## config.mk

```make
export PLATFORM = sky130hd
export DESIGN_NAME = cmpctl_top
export DESIGN_NICKNAME = d
export VERILOG_FILES = /design/src/cmpctl_top.v
export VERILOG_INCLUDE_DIRS = /design/src
export SDC_FILE = /design/constraint.sdc
export NUM_CORES = 1
export LEC_CHECK = 0
export ABC_CLOCK_PERIOD_IN_PS = 1800
export CAP_MARGIN = 15
export CORE_MARGIN = 2
export CORE_UTILIZATION = 55
export CTS_BUF_LIST = sky130_fd_sc_hd__clkbuf_4
export DETAILED_ROUTE_END_ITERATION = 7
export DONT_BUFFER_PORTS = 1
export MAX_ROUTING_LAYER = met4
export PLACE_DENSITY_LB_ADDON = 0.15
export SLEW_MARGIN = 20
export SYNTH_ARGS = -nofsm -noshare
export SYNTH_HDL_FRONTEND = slang
export SYNTH_SLANG_ARGS = --single-unit
```

## constraint.sdc

```tcl
create_clock -name pclk -period 1.8 [get_ports pclk]
set_input_delay 0.36 -clock pclk [delete_from_list [all_inputs] [get_ports pclk]]
set_output_delay 0.36 -clock pclk [all_outputs]
set_load 0.01 [all_outputs]
```

## src/cmpctl_consts.vh

```
// constants for the comparator control block: register indices,
// field positions, reset values and mode encodings.
// assumes nothing; definitions only.
`ifndef CMPCTL_CONSTS_VH
`define CMPCTL_CONSTS_VH

// register indices; byte address is four times the index
`define CMPCTL_IDX_MAIN      3'd0
`define CMPCTL_IDX_WINDOW    3'd1
`define CMPCTL_IDX_INSEL     3'd2
`define CMPCTL_IDX_THRESH    3'd5
`define CMPCTL_IDX_IRQCTL    3'd6
`define CMPCTL_IDX_STATUS    3'd7

// main control fields
`define CMPCTL_MAIN_EN       0
`define CMPCTL_MAIN_HYS_LO   1
`define CMPCTL_MAIN_PWR_LO   3
`define CMPCTL_MAIN_PINEN    6
`define CMPCTL_MAIN_STDBY    7
`define CMPCTL_MAIN_MASK     8'hdf

// input select fields
`define CMPCTL_INSEL_NEG_LO  0
`define CMPCTL_INSEL_POS_LO  3
`define CMPCTL_INSEL_INIT    6
`define CMPCTL_INSEL_INV     7

// irq control and status fields
`define CMPCTL_IRQ_EN        0
`define CMPCTL_IRQ_COND_LO   4
`define CMPCTL_IRQ_MASK      8'h31
`define CMPCTL_WIN_MASK      8'h03
`define CMPCTL_ST_FLAG       0
`define CMPCTL_ST_MATCH      4
`define CMPCTL_ST_POS_LO     6

// reset values
`define CMPCTL_RST_ZERO      8'h00
`define CMPCTL_RST_THRESH    8'hff

// window partner, irq condition and window position codes
`define CMPCTL_WIN_OFF       2'h0
`define CMPCTL_WIN_NEXT      2'h1
`define CMPCTL_WIN_NEXT2     2'h2
`define CMPCTL_COND_BOTH     2'h0
`define CMPCTL_COND_FALL     2'h2
`define CMPCTL_COND_RISE     2'h3
`define CMPCTL_COND_ABOVE    2'h0
`define CMPCTL_COND_INSIDE   2'h1
`define CMPCTL_COND_BELOW    2'h2
`define CMPCTL_COND_OUTSIDE  2'h3
`define CMPCTL_POS_ABOVE     2'h0
`define CMPCTL_POS_INSIDE    2'h1
`define CMPCTL_POS_BELOW     2'h2

`endif

```

## src/cmpctl_top.v

```verilog
// digital control logic around one analog comparator: apb registers,
// output path, window evaluation, flags, irq and level event.
// assumes the analog core, both partner comparators and the sleep
// controller are synchronous to pclk; the level event is registered,
// so it trails the core result by one clock.
//
// Operation
// RL1 - raw result high when positive input exceeds negative, else low
// RL2 - pin output is raw result xor inversion bit
// RL3 - during start-up output holds the initial level bit
// RL4 - pin driven only while pin output enable is one
// RL5 - software picks inputs and pin enable before enabling
// RL6 - positive select: four pins; negative: three pins or threshold
// RL7 - 8-bit threshold level; threshold is value/256 times reference
// RL8 - hysteresis select passed to the analog core
// RL9 - power profile forwarded to the analog core
// RL10 - partner select picks the paired comparator for window mode
// RL11 - software sets both paired positive selects to the same pin
// RL12 - window position reports above, inside or below
// RL13 - window condition: above, inside, below or outside
// RL14 - condition match reads one while position equals condition
// RL15 - normal mode condition: rising, falling or both edges
// RL16 - interrupt condition sets the flag regardless of enable
// RL17 - irq issued only while compare irq enable is one
// RL18 - irq stays active until software clears the flag
// RL19 - level event follows the comparator output
// RL20 - block consumes no event, only generates one
// RL21 - idle sleep changes nothing
// RL22 - standby disables comparator unless keep-running bit set
// RL23 - power-down disables comparator and pin drive
// RL24 - hysteresis codes none, small, medium, large as 0..3
// RL25 - power profiles 0..2, code 3 reserved
// RL26 - partner codes off, next, next-but-one; 3 reserved
// RL27 - threshold level resets to all ones
// RL28 - flag cleared by writing one, zero leaves it
//
// Local design decisions: the register offsets and the APB register port.
`timescale 1ns/1ps
`default_nettype none
`include "cmpctl_consts.vh"

module cmpctl_top
#(
  parameter ADDR_WIDTH = 8
)
(
  // clock and reset
  input  wire                  pclk,
  input  wire                  presetn,
  // apb slave
  input  wire                  psel,
  input  wire                  penable,
  input  wire                  pwrite,
  input  wire [ADDR_WIDTH-1:0] paddr,
  input  wire [31:0]           pwdata,
  output reg                   pready,
  output reg  [31:0]           prdata,
  output reg                   pslverr,
  // analog core results
  input  wire                  cmp_raw,
  input  wire                  core_ready,
  input  wire                  partner_next_raw,
  input  wire                  partner_next2_raw,
  // analog core settings
  output reg                   core_enable,
  output reg  [2:0]            positive_input_select,
  output reg  [2:0]            negative_input_select,
  output reg  [1:0]            hysteresis_select,
  output reg  [1:0]            power_profile,
  output reg  [7:0]            internal_threshold_level,
  output reg  [1:0]            window_partner_select,
  // sleep state
  input  wire                  sleep_standby,
  input  wire                  sleep_powerdown,
  // pin
  output reg                   out_pin_o,
  output reg                   out_pin_oe,
  // event and irq
  output reg                   level_event,
  output reg                   irq
);

  // software-held control bits
  reg        enable;
  reg        pin_output_enable;
  reg        keep_running_in_standby;
  reg        invert;
  reg        output_initial_level;
  reg        compare_irq_enable;
  reg [1:0]  irq_condition_select;
  // status and edge history
  reg        irq_flag;
  reg [1:0]  window_position;
  reg        condition_match;
  reg        match_prev;
  reg        out_prev;

  // decode helpers
  wire [2:0] reg_idx = paddr[4:2];
  wire       aligned = (paddr[1:0] == 2'b00) &&
                       (paddr[ADDR_WIDTH-1:5] == {(ADDR_WIDTH-5){1'b0}});
  wire       wr_take = psel && penable && pready && pwrite;
  wire       win_on  = (window_partner_select == `CMPCTL_WIN_NEXT) ||
                       (window_partner_select == `CMPCTL_WIN_NEXT2);

  // comparator may run: idle leaves it alone, standby needs the
  // keep-running bit, power-down always stops it
  wire       run_ok  = enable && !sleep_powerdown &&
                       !(sleep_standby && !keep_running_in_standby);
  // [RL21] [RL22] [RL23]

  // output path; the initial level covers start-up so the pin and
  // the event never see the core's unsettled output
  wire       next_out = (core_enable && core_ready) ?
                        (cmp_raw ^ invert) :   // [RL1] [RL2]
                        output_initial_level;  // [RL3]

  // window coding: this instance holds the upper limit and the
  // partner the lower one; with both watching the same input pin,
  //   own high              -> above
  //   own low, partner high -> inside
  //   both low              -> below
  // a partner code of 3 is reserved and leaves the window off
  wire       partner_raw = (window_partner_select == `CMPCTL_WIN_NEXT2) ?
                           partner_next2_raw : partner_next_raw; // [RL10]
  reg  [1:0] next_pos;
  reg        next_match;
  reg        edge_hit;

  // window position and match
  always @*
  begin
    if (cmp_raw)
      next_pos = `CMPCTL_POS_ABOVE;           // [RL12]
    else if (partner_raw)
      next_pos = `CMPCTL_POS_INSIDE;          // [RL12]
    else
      next_pos = `CMPCTL_POS_BELOW;           // [RL12]
    case (irq_condition_select)               // [RL13]
      `CMPCTL_COND_ABOVE:  next_match = (next_pos == `CMPCTL_POS_ABOVE);
      `CMPCTL_COND_INSIDE: next_match = (next_pos == `CMPCTL_POS_INSIDE);
      `CMPCTL_COND_BELOW:  next_match = (next_pos == `CMPCTL_POS_BELOW);
      default:             next_match = (next_pos != `CMPCTL_POS_INSIDE);
    endcase
    if (!win_on || !core_enable || !core_ready)
      next_match = 1'b0;
  end

  // normal-mode edge select on the registered output; code 1 has no
  // meaning in normal mode and raises nothing
  always @*
  begin
    case (irq_condition_select)               // [RL15]
      `CMPCTL_COND_BOTH: edge_hit = next_out != out_prev;
      `CMPCTL_COND_FALL: edge_hit = !next_out && out_prev;
      `CMPCTL_COND_RISE: edge_hit = next_out && !out_prev;
      default:           edge_hit = 1'b0;
    endcase
  end

  // window mode raises on entering the selected state
  wire       cond_event = win_on ? (next_match && !match_prev) :
                          (core_enable && core_ready && edge_hit);
  wire       flag_clear = wr_take && aligned &&
                          (reg_idx == `CMPCTL_IDX_STATUS) &&
                          pwdata[`CMPCTL_ST_FLAG];

  // run permission reaches the core one edge late
  always @(posedge pclk or negedge presetn)
  begin
    if (!presetn)
      core_enable <= 1'b0;
    else
      core_enable <= run_ok;                  // [RL21] [RL22] [RL23]
  end

  // window status; the position is held while the core is off or
  // still starting, so its floating output never reads as a move
  always @(posedge pclk or negedge presetn)
  begin
    if (!presetn)
    begin
      window_position <= `CMPCTL_POS_ABOVE;
      condition_match <= 1'b0;
      match_prev      <= 1'b0;
    end
    else
    begin
      if (core_enable && core_ready)
        window_position <= next_pos;          // [RL12]
      condition_match <= next_match;          // [RL14]
      match_prev      <= next_match;
    end
  end

  // pin, event and edge history share one level, so the pin and the
  // event can never disagree
  always @(posedge pclk or negedge presetn)
  begin
    if (!presetn)
    begin
      out_prev    <= 1'b0;
      out_pin_o   <= 1'b0;
      level_event <= 1'b0;
    end
    else
    begin
      out_prev    <= next_out;
      out_pin_o   <= next_out;                // [RL2]
      level_event <= next_out;                // [RL19] [RL20]
    end
  end

  // pin drive needs the software enable and is cut in power-down
  always @(posedge pclk or negedge presetn)
  begin
    if (!presetn)
      out_pin_oe <= 1'b0;
    else
      out_pin_oe <= pin_output_enable && !sleep_powerdown; // [RL4] [RL23]
  end

  // interrupt flag; a new condition wins over a clear in the same
  // cycle, so no event is lost to a late clear
  always @(posedge pclk or negedge presetn)
  begin
    if (!presetn)
      irq_flag <= 1'b0;
    else if (cond_event)
      irq_flag <= 1'b1;                       // [RL16]
    else if (flag_clear)
      irq_flag <= 1'b0;                       // [RL28]
  end

  // irq line follows the flag's next value, gated by the enable, so
  // flag and line change on the same edge
  always @(posedge pclk or negedge presetn)
  begin
    if (!presetn)
      irq <= 1'b0;
    else
      irq <= (cond_event || (irq_flag && !flag_clear)) &&
             compare_irq_enable;              // [RL17] [RL18]
  end

  // register map, one byte per aligned word, upper bits read zero:
  //   0x00 main: enable, hysteresis, power profile, pin enable,
  //        keep running in standby
  //   0x04 window partner select
  //   0x08 negative and positive select, initial level, inversion
  //   0x14 threshold level
  //   0x18 irq enable and condition select
  //   0x1c status: flag (write one to clear), match, position
  //   0x0c, 0x10, unaligned words and anything past 0x1c answer
  //   with an error and ignore writes
  // reserved field codes are stored as written; the core decides
  // what they mean, and partner code 3 keeps the window off
  // writes land at the access edge only, so an abandoned setup
  // cycle never disturbs a setting

  // register writes, taken at the access edge only
  always @(posedge pclk or negedge presetn)
  begin
    if (!presetn)
    begin
      enable                   <= 1'b0;
      hysteresis_select        <= 2'h0;
      power_profile            <= 2'h0;
      pin_output_enable        <= 1'b0;
      keep_running_in_standby  <= 1'b0;
      window_partner_select    <= `CMPCTL_WIN_OFF;
      negative_input_select    <= 3'h0;
      positive_input_select    <= 3'h0;
      output_initial_level     <= 1'b0;
      invert                   <= 1'b0;
      compare_irq_enable       <= 1'b0;
      irq_condition_select     <= 2'h0;
    end
    else if (wr_take && aligned)
    begin
      if (reg_idx == `CMPCTL_IDX_MAIN)
      begin
        enable                  <= pwdata[`CMPCTL_MAIN_EN];
        hysteresis_select       <= pwdata[`CMPCTL_MAIN_HYS_LO +: 2]; // [RL8] [RL24]
        power_profile           <= pwdata[`CMPCTL_MAIN_PWR_LO +: 2]; // [RL9] [RL25]
        pin_output_enable       <= pwdata[`CMPCTL_MAIN_PINEN];
        keep_running_in_standby <= pwdata[`CMPCTL_MAIN_STDBY];
      end
      else if (reg_idx == `CMPCTL_IDX_WINDOW)
        window_partner_select <= pwdata[1:0]; // [RL26]
      else if (reg_idx == `CMPCTL_IDX_INSEL)
      begin
        // [RL6] codes above 3 are reserved; held as written
        negative_input_select <= pwdata[`CMPCTL_INSEL_NEG_LO +: 3];
        positive_input_select <= pwdata[`CMPCTL_INSEL_POS_LO +: 3];
        output_initial_level  <= pwdata[`CMPCTL_INSEL_INIT];
        invert                <= pwdata[`CMPCTL_INSEL_INV];
      end
      else if (reg_idx == `CMPCTL_IDX_IRQCTL)
      begin
        compare_irq_enable   <= pwdata[`CMPCTL_IRQ_EN];
        irq_condition_select <= pwdata[`CMPCTL_IRQ_COND_LO +: 2];
      end
    end
  end

  // threshold level keeps its own process: it is the one setting
  // that resets to all ones, the highest threshold
  always @(posedge pclk or negedge presetn)
  begin
    if (!presetn)
      internal_threshold_level <= `CMPCTL_RST_THRESH; // [RL27]
    else if (wr_take && aligned && (reg_idx == `CMPCTL_IDX_THRESH))
      internal_threshold_level <= pwdata[7:0]; // [RL7]
  end

  // read mux; reserved bits read as zero; an unaligned word or a
  // hole in the map reads zero and raises the error, which the
  // apb answer registers together with ready
  reg  [7:0] rd_byte;
  reg        rd_err;
  always @*
  begin
    rd_byte = `CMPCTL_RST_ZERO;
    rd_err  = 1'b0;
    if (!aligned)
      rd_err = 1'b1;
    else if (reg_idx == `CMPCTL_IDX_MAIN)
      rd_byte = {keep_running_in_standby, pin_output_enable, 1'b0,
                 power_profile, hysteresis_select, enable};
    else if (reg_idx == `CMPCTL_IDX_WINDOW)
      rd_byte = {6'h00, window_partner_select};
    else if (reg_idx == `CMPCTL_IDX_INSEL)
      rd_byte = {invert, output_initial_level, positive_input_select,
                 negative_input_select};
    else if (reg_idx == `CMPCTL_IDX_THRESH)
      rd_byte = internal_threshold_level;
    else if (reg_idx == `CMPCTL_IDX_IRQCTL)
      rd_byte = {2'h0, irq_condition_select, 3'h0, compare_irq_enable};
    else if (reg_idx == `CMPCTL_IDX_STATUS)
      rd_byte = {window_position, 1'b0, condition_match, 3'h0,
                 irq_flag};                   // [RL12] [RL14]
    else
      rd_err = 1'b1;
  end

  // apb handshake: no wait state, yet read data comes from a flop;
  // ready stands for exactly one access cycle per setup
  always @(posedge pclk or negedge presetn)
  begin
    if (!presetn)
      pready <= 1'b0;
    else
      pready <= psel && !penable;
  end

  // error answer for unaligned or unmapped words, with ready
  always @(posedge pclk or negedge presetn)
  begin
    if (!presetn)
      pslverr <= 1'b0;
    else
      pslverr <= psel && !penable && rd_err;
  end

  // read data is captured at setup and then held, so a slow master
  // still sees it after ready has gone; writes read back as zero
  always @(posedge pclk or negedge presetn)
  begin
    if (!presetn)
      prdata <= 32'h0000_0000;
    else if (psel && !penable)
      prdata <= pwrite ? 32'h0000_0000 : {24'h000000, rd_byte};
  end

endmodule // cmpctl_top

`default_nettype wire

```

# Word level (Yosys, flattened, before mapping)
# Cells that the tools add are included.
# Widths: inputs -> output; s select.
# classes
n_eq_ne,14
n_mux,25
n_bitwise,4
reduce_logical,46
# op_table
operator,n
$mux 8,8
$logic_and 1x1->1,21
$mux 1,13
$logic_not 1->1,11
$eq 3x3->1 const B,3
$eq 2x2->1 const B,4
$eq 2x1->1 const B,3
$logic_not 2->1,3
$logic_not 3->1,2
$pmux 1 s3,2
$reduce_and 5->1,1
$logic_or 1x1->1,4
$mux 2,2
$reduce_and 4->1,1
$eq 3x1->1 const B,1
$eq 3x2->1 const B,1
$not 1->1,3
$reduce_and 3->1,1
$ne 2x1->1 const B,1
$reduce_and 2->1,1
$reduce_bool 2->1,1
$ne 1x1->1,1
$xor 1x1->1,1
# word_totals
register_bits,70
input_bits,51
out_inout_bits,59

# Depth between registers and ports, before layout
# depth
word_depth,11
mapped_depth,9
ltp_nobuf,9

# Worst setup path before layout
# OpenSTA, ideal clock, no wires.
# synth_path
path_type,input port to flip-flop
start,input paddr[0]
end,register enable
t_arrival_ps,1856
path_slack_ps,-180
cell_stages,4
path_cell_list,or4_4 nor3_4 nor3b_4 mux2_2
# synth_via
elab_chain_cells,4
# synth_lines
element,line_no,rtl
from (decl),cmpctl_top.v:54,"input wire [ADDR_WIDTH-1:0] paddr,"
$logic_not 2->1,cmpctl_top.v:100,wire aligned = (paddr[1:0] == 2'b00) &&
$logic_and 1x1->1,cmpctl_top.v:100,
$logic_and 1x1->1,cmpctl_top.v:279,else if (wr_take && aligned)
$reduce_and 2->1 (no line),--,
to (signal assigned),cmpctl_top.v:283,enable <= pwdata[`CMPCTL_MAIN_EN];
to (decl),cmpctl_top.v:84,reg enable;
# Every way passes these cells.
# A chain may end at the register's enable or synchronous reset.

# Worst setup path after layout
# layout_path
start,register invert
end,register irq
# layout_via
elab_chain_cells,9
# layout_lines
element,line_no,rtl
from (decl),cmpctl_top.v:87,reg invert;
from (signal assigned),cmpctl_top.v:297,invert <= pwdata[`CMPCTL_INSEL_INV];
$xor 1x1->1 (*),cmpctl_top.v:115,(cmp_raw ^ invert) :
$mux 1 (*),cmpctl_top.v:114,wire next_out = (core_enable && core_ready) ?
net next_out,cmpctl_top.v:114,
$logic_not 1->1,cmpctl_top.v:155,`CMPCTL_COND_FALL: edge_hit = !next_out && out_prev;
$logic_and 1x1->1,cmpctl_top.v:155,
$pmux 1 s3 (*),cmpctl_top.v:153,case (irq_condition_select)
$logic_and 1x1->1 (*),cmpctl_top.v:163,(core_enable && core_ready && edge_hit);
$mux 1 (*),cmpctl_top.v:162,wire cond_event = win_on ? (next_match && !match_prev) :
$logic_or 1x1->1 (*),cmpctl_top.v:242,irq <= (cond_event || (irq_flag && !flag_clear)) &&
$logic_and 1x1->1 (*),cmpctl_top.v:242,
to (signal assigned),cmpctl_top.v:242,
to (decl),cmpctl_top.v:80,output reg irq
# The timed path passes the listed nets; every way through them passes the cells marked *.

==> impl_results.md <==
* Hold crit path type: in -> reg
* Main flop type after synthesis: dfrtp_1
* Crit path launch: invert
* Peak VDD IR at 0.000485 V
* Final setup viols at 0
* Worst Hold Depth at 1
* Util after Layout at 0.663
* Clk slew on worst S/H paths at 0.14 ns
* Lkg Pwr at 0.00137 uW
* RSZ-0062 raised after global routing: yes
* Finished Cell Area at approximately 2900 sq um
* Slew @ Worst Pin at roughly 0.52 ns
* Reg2reg end: irq
* Vias per cell at 5.71
* Clk Tree Root Cell: clkbuf_4
* Non-filler instance count after layout at 292
* R2R depth at 9
* Hold Vio Cnt, Final at 0
* # IOs at 110
* Yosys reg bits at 46
* Hold Worst Slack at 0.0470 ns
* Grt ovf at 0
* Synth Instances at 214
* CP Max Fanout at 2
* Global Route Usage Sum at 0.233
* Die span in x at 71.1 um
* Largest net degree at the start of global routing at 47
* Initial Util at 0.569
* Number of synthesized flops with an enable pin at 0
* Port Buffer Count at 0
* PwrDens at around 670 nW/um^2
* 1st-iter DRT viols at 73
* Commonest cells after routing, fill and taps aside: dfrtp_1, buf_4, conb_1
* Max-slew violation total from the final report at 0
* Placed wire-length estimate at between 3 and 4 mm
* Slew margin rel. at 0.640
* Initial antenna violation count at 0
* Outcome: completed
* Critical Path Slowest Stage Cell: dfrtp_1
* CTS buffer count at 5
* Clk sinks at 46
* Hold Path End: out_pin_oe
* DRT Pass-1 Iters at 4
* Die area at 5060 sq um
* Worst skew pair latency at 0.36 ns
* Vias at 1667
* Worst hold path startpoint: sleep_powerdown
* CP delay by family, top: compound AO/OA/AOI/OAI gates
* Flop-to-flop setup slack at between 0.02 and 0.025 ns
* First-pass GRT wire length at 8.80 mm
* Fraction of layout cells with a size suffix above 1 at 0.408
* Max cap viols at 0
* Mapped cell area at 2480 sq um
* CP Data Required Time at around 2.1 ns
* Critical Path End Type: flip-flop
* Commonest non-fill, non-tap cell in the layout: dfrtp_1
* Period utilization at 0.988
* Area added between synthesis and finish at 16.5%
* Core ar. at 4350 sq um
* Critical path cell sequence: xnor2_1 > o21ai_2 > buf_4 > inv_4 > ha_4 > a22oi_2 > a2111oi_4 > a21oi_2 > a31oi_1
* Post-route minimum period at 1.78 ns
* Antenna Diode Count at 0
* WS Path Type: reg -> reg
* Ys async rst share at 1.00
* Final wirelength at 5.56 mm
* Crit start category: flip-flop
* Row count at 24
* Drt drc at 0
* Total Power at 1940 uW
* Die height at 71.1 um
* Syn Area/Cell at 11.6 sq um
* Reg-to-reg startpoint: invert
* Library cells used by synthesis at 45
* Sequential share of the synthesized area at 0.469
* Antenna Violating Nets Remaining at 0
* H-tree levels at 2
* Placed insts at about 280
* CP Data Arrival Time at 2.07 ns
* Warnings, synthesis at 0
* TritonCTS clock tree: done
* Number of global-route vias before repair at about 1700
* Fillers at 329
* Routability Congestion at around 0.86
* Slowest Stage Delay on Critical Path at 0.41 ns
* Fmax at 562 MHz
* Clk buf depth at 2
* Clock Skew at between 0.009 and 0.01 ns
* CP Buf/Inv Count at 2
* Final net count at approximately 300
* Drt wl/cell at roughly 19 um
* DP Area at ~2600 sq um
==> kinds of logic after synthesis <==
| kind of cell | share of synthesized area |
|---|---|
| DFF | 0.469 |
| AOI/OAI and AO/OA | 0.0980 |
| other | 0.00151 |
| and+or+nand+nor | 0.112 |
| adders and majority gates | 0.0404 |
| xor gates and xnor gates | 0.00354 |
| buffers and inverters | 0.103 |
| muxes | 0.173 |
==> registers in the layout, indices dropped and copies added, names as in the netlist, 2 cells and up <==
signal                    cells
power_profile                 2
window_position               2
internal_threshold_level      8
irq_condition_select          2
positive_input_select         3
window_partner_select         2
hysteresis_select             2
prdata                        8
negative_input_select         3
==> report_power, final <==
group          internal (uW)  total [uW]  switching (uW)  leakage, uW
registers               1040        1050            5.62     0.000604
clock network            435         778             344    0.0000554
logic                   42.2         120            77.6     0.000712
==> area by class of cell <==
| cell class | instances | area [sq um] | area share |
|---|---|---|---|
| Sequential cell | 46 | 1160 | 0.403 |
| Inverter | 10 | 40.0 | 0.0139 |
| Clock inverter | 3 | 68.8 | 0.0239 |
| Clock buffer | 5 | 37.5 | 0.0130 |
| Multi-Input combinational cell | 149 | 1290 | 0.446 |
| Tap cell | 52 | 65.1 | 0.0225 |
| Timing Repair Buffer | 27 | 225 | 0.0781 |
==> synth_stat cells, drive strengths merged (2+ instances only) <==
| cell type | count | area (sq um) |
|---|---|---|
| nor2 | 6 | 22.5 |
| nand2 | 10 | 37.5 |
| dfrtp | 38 | 951 |
| a22oi | 2 | 15.0 |
| o22ai | 4 | 25.0 |
| nor2b | 4 | 25.0 |
| clkbuf | 4 | 15.0 |
| o21ai | 8 | 40.0 |
| a31oi | 2 | 12.5 |
| or3 | 2 | 12.5 |
| nor3b | 2 | 26.3 |
| dfstp | 8 | 210 |
| mux2i | 8 | 80.1 |
| buf | 28 | 201 |
| and4b | 2 | 20.0 |
| mux2 | 31 | 349 |
| nor3 | 3 | 26.3 |
| a22o | 9 | 78.8 |
| and3b | 2 | 17.5 |
| nand3 | 4 | 25.0 |
| nand2b | 2 | 12.5 |
| ha | 8 | 100 |
| inv | 10 | 37.5 |
==> worst reg2reg max path, stage by stage, from the launching register on <==
cell	delay, ns
dfrtp_1	0.41
xnor2_1	0.19
o21ai_2	0.09
buf_4	0.14
inv_4	0.05
ha_4	0.12
a22oi_2	0.09
a2111oi_4	0.40
a21oi_2	0.06
a31oi_1	0.16
==> worst max-delay path by stage <==
stage | slack (ns) | cells after the start | end
floorplan | -0.18 | 4 | enable
finish | 0.02 | 9 | irq
detailed placement | -0.22 | 5 | pin_output_enable
global route | -0.08 | 9 | irq
global placement | -0.22 | 5 | keep_running_in_standby
CTS | -0.02 | 7 | irq
==> metrics by stage <==
step	setup TNS, ns	setup slack (ns)
3_5_place_dp	-4.28	-0.221
6_report	0	0.0219
2_1_floorplan	-1.81	-0.180
3_3_place_gp	-4.17	-0.221
4_1_cts	-0.0213	-0.0213
5_1_grt	-0.111	-0.0806
==> timing repair <==
action / in CTS / in global routing
endpoints found under the setup margin: 3 / 3
hold buffers: 2 / 0
hold endpoints to repair: 46 / 0
resized for setup: 10 / 13
setup buffers: 2 / 2
pin swaps: 5 / 8
==> routing by layer <==
metal / share of wire / up-vias / global-route usage
li1: - / 764 / -
met2: 0.50 / 86 / 0.384
met5: 0 / - / -
met4: 0.010 / 0 / 0.0671
met1: 0.41 / 810 / 0.288
met3: 0.078 / 7 / 0.0541
Power figures use the tool's default switching activity.
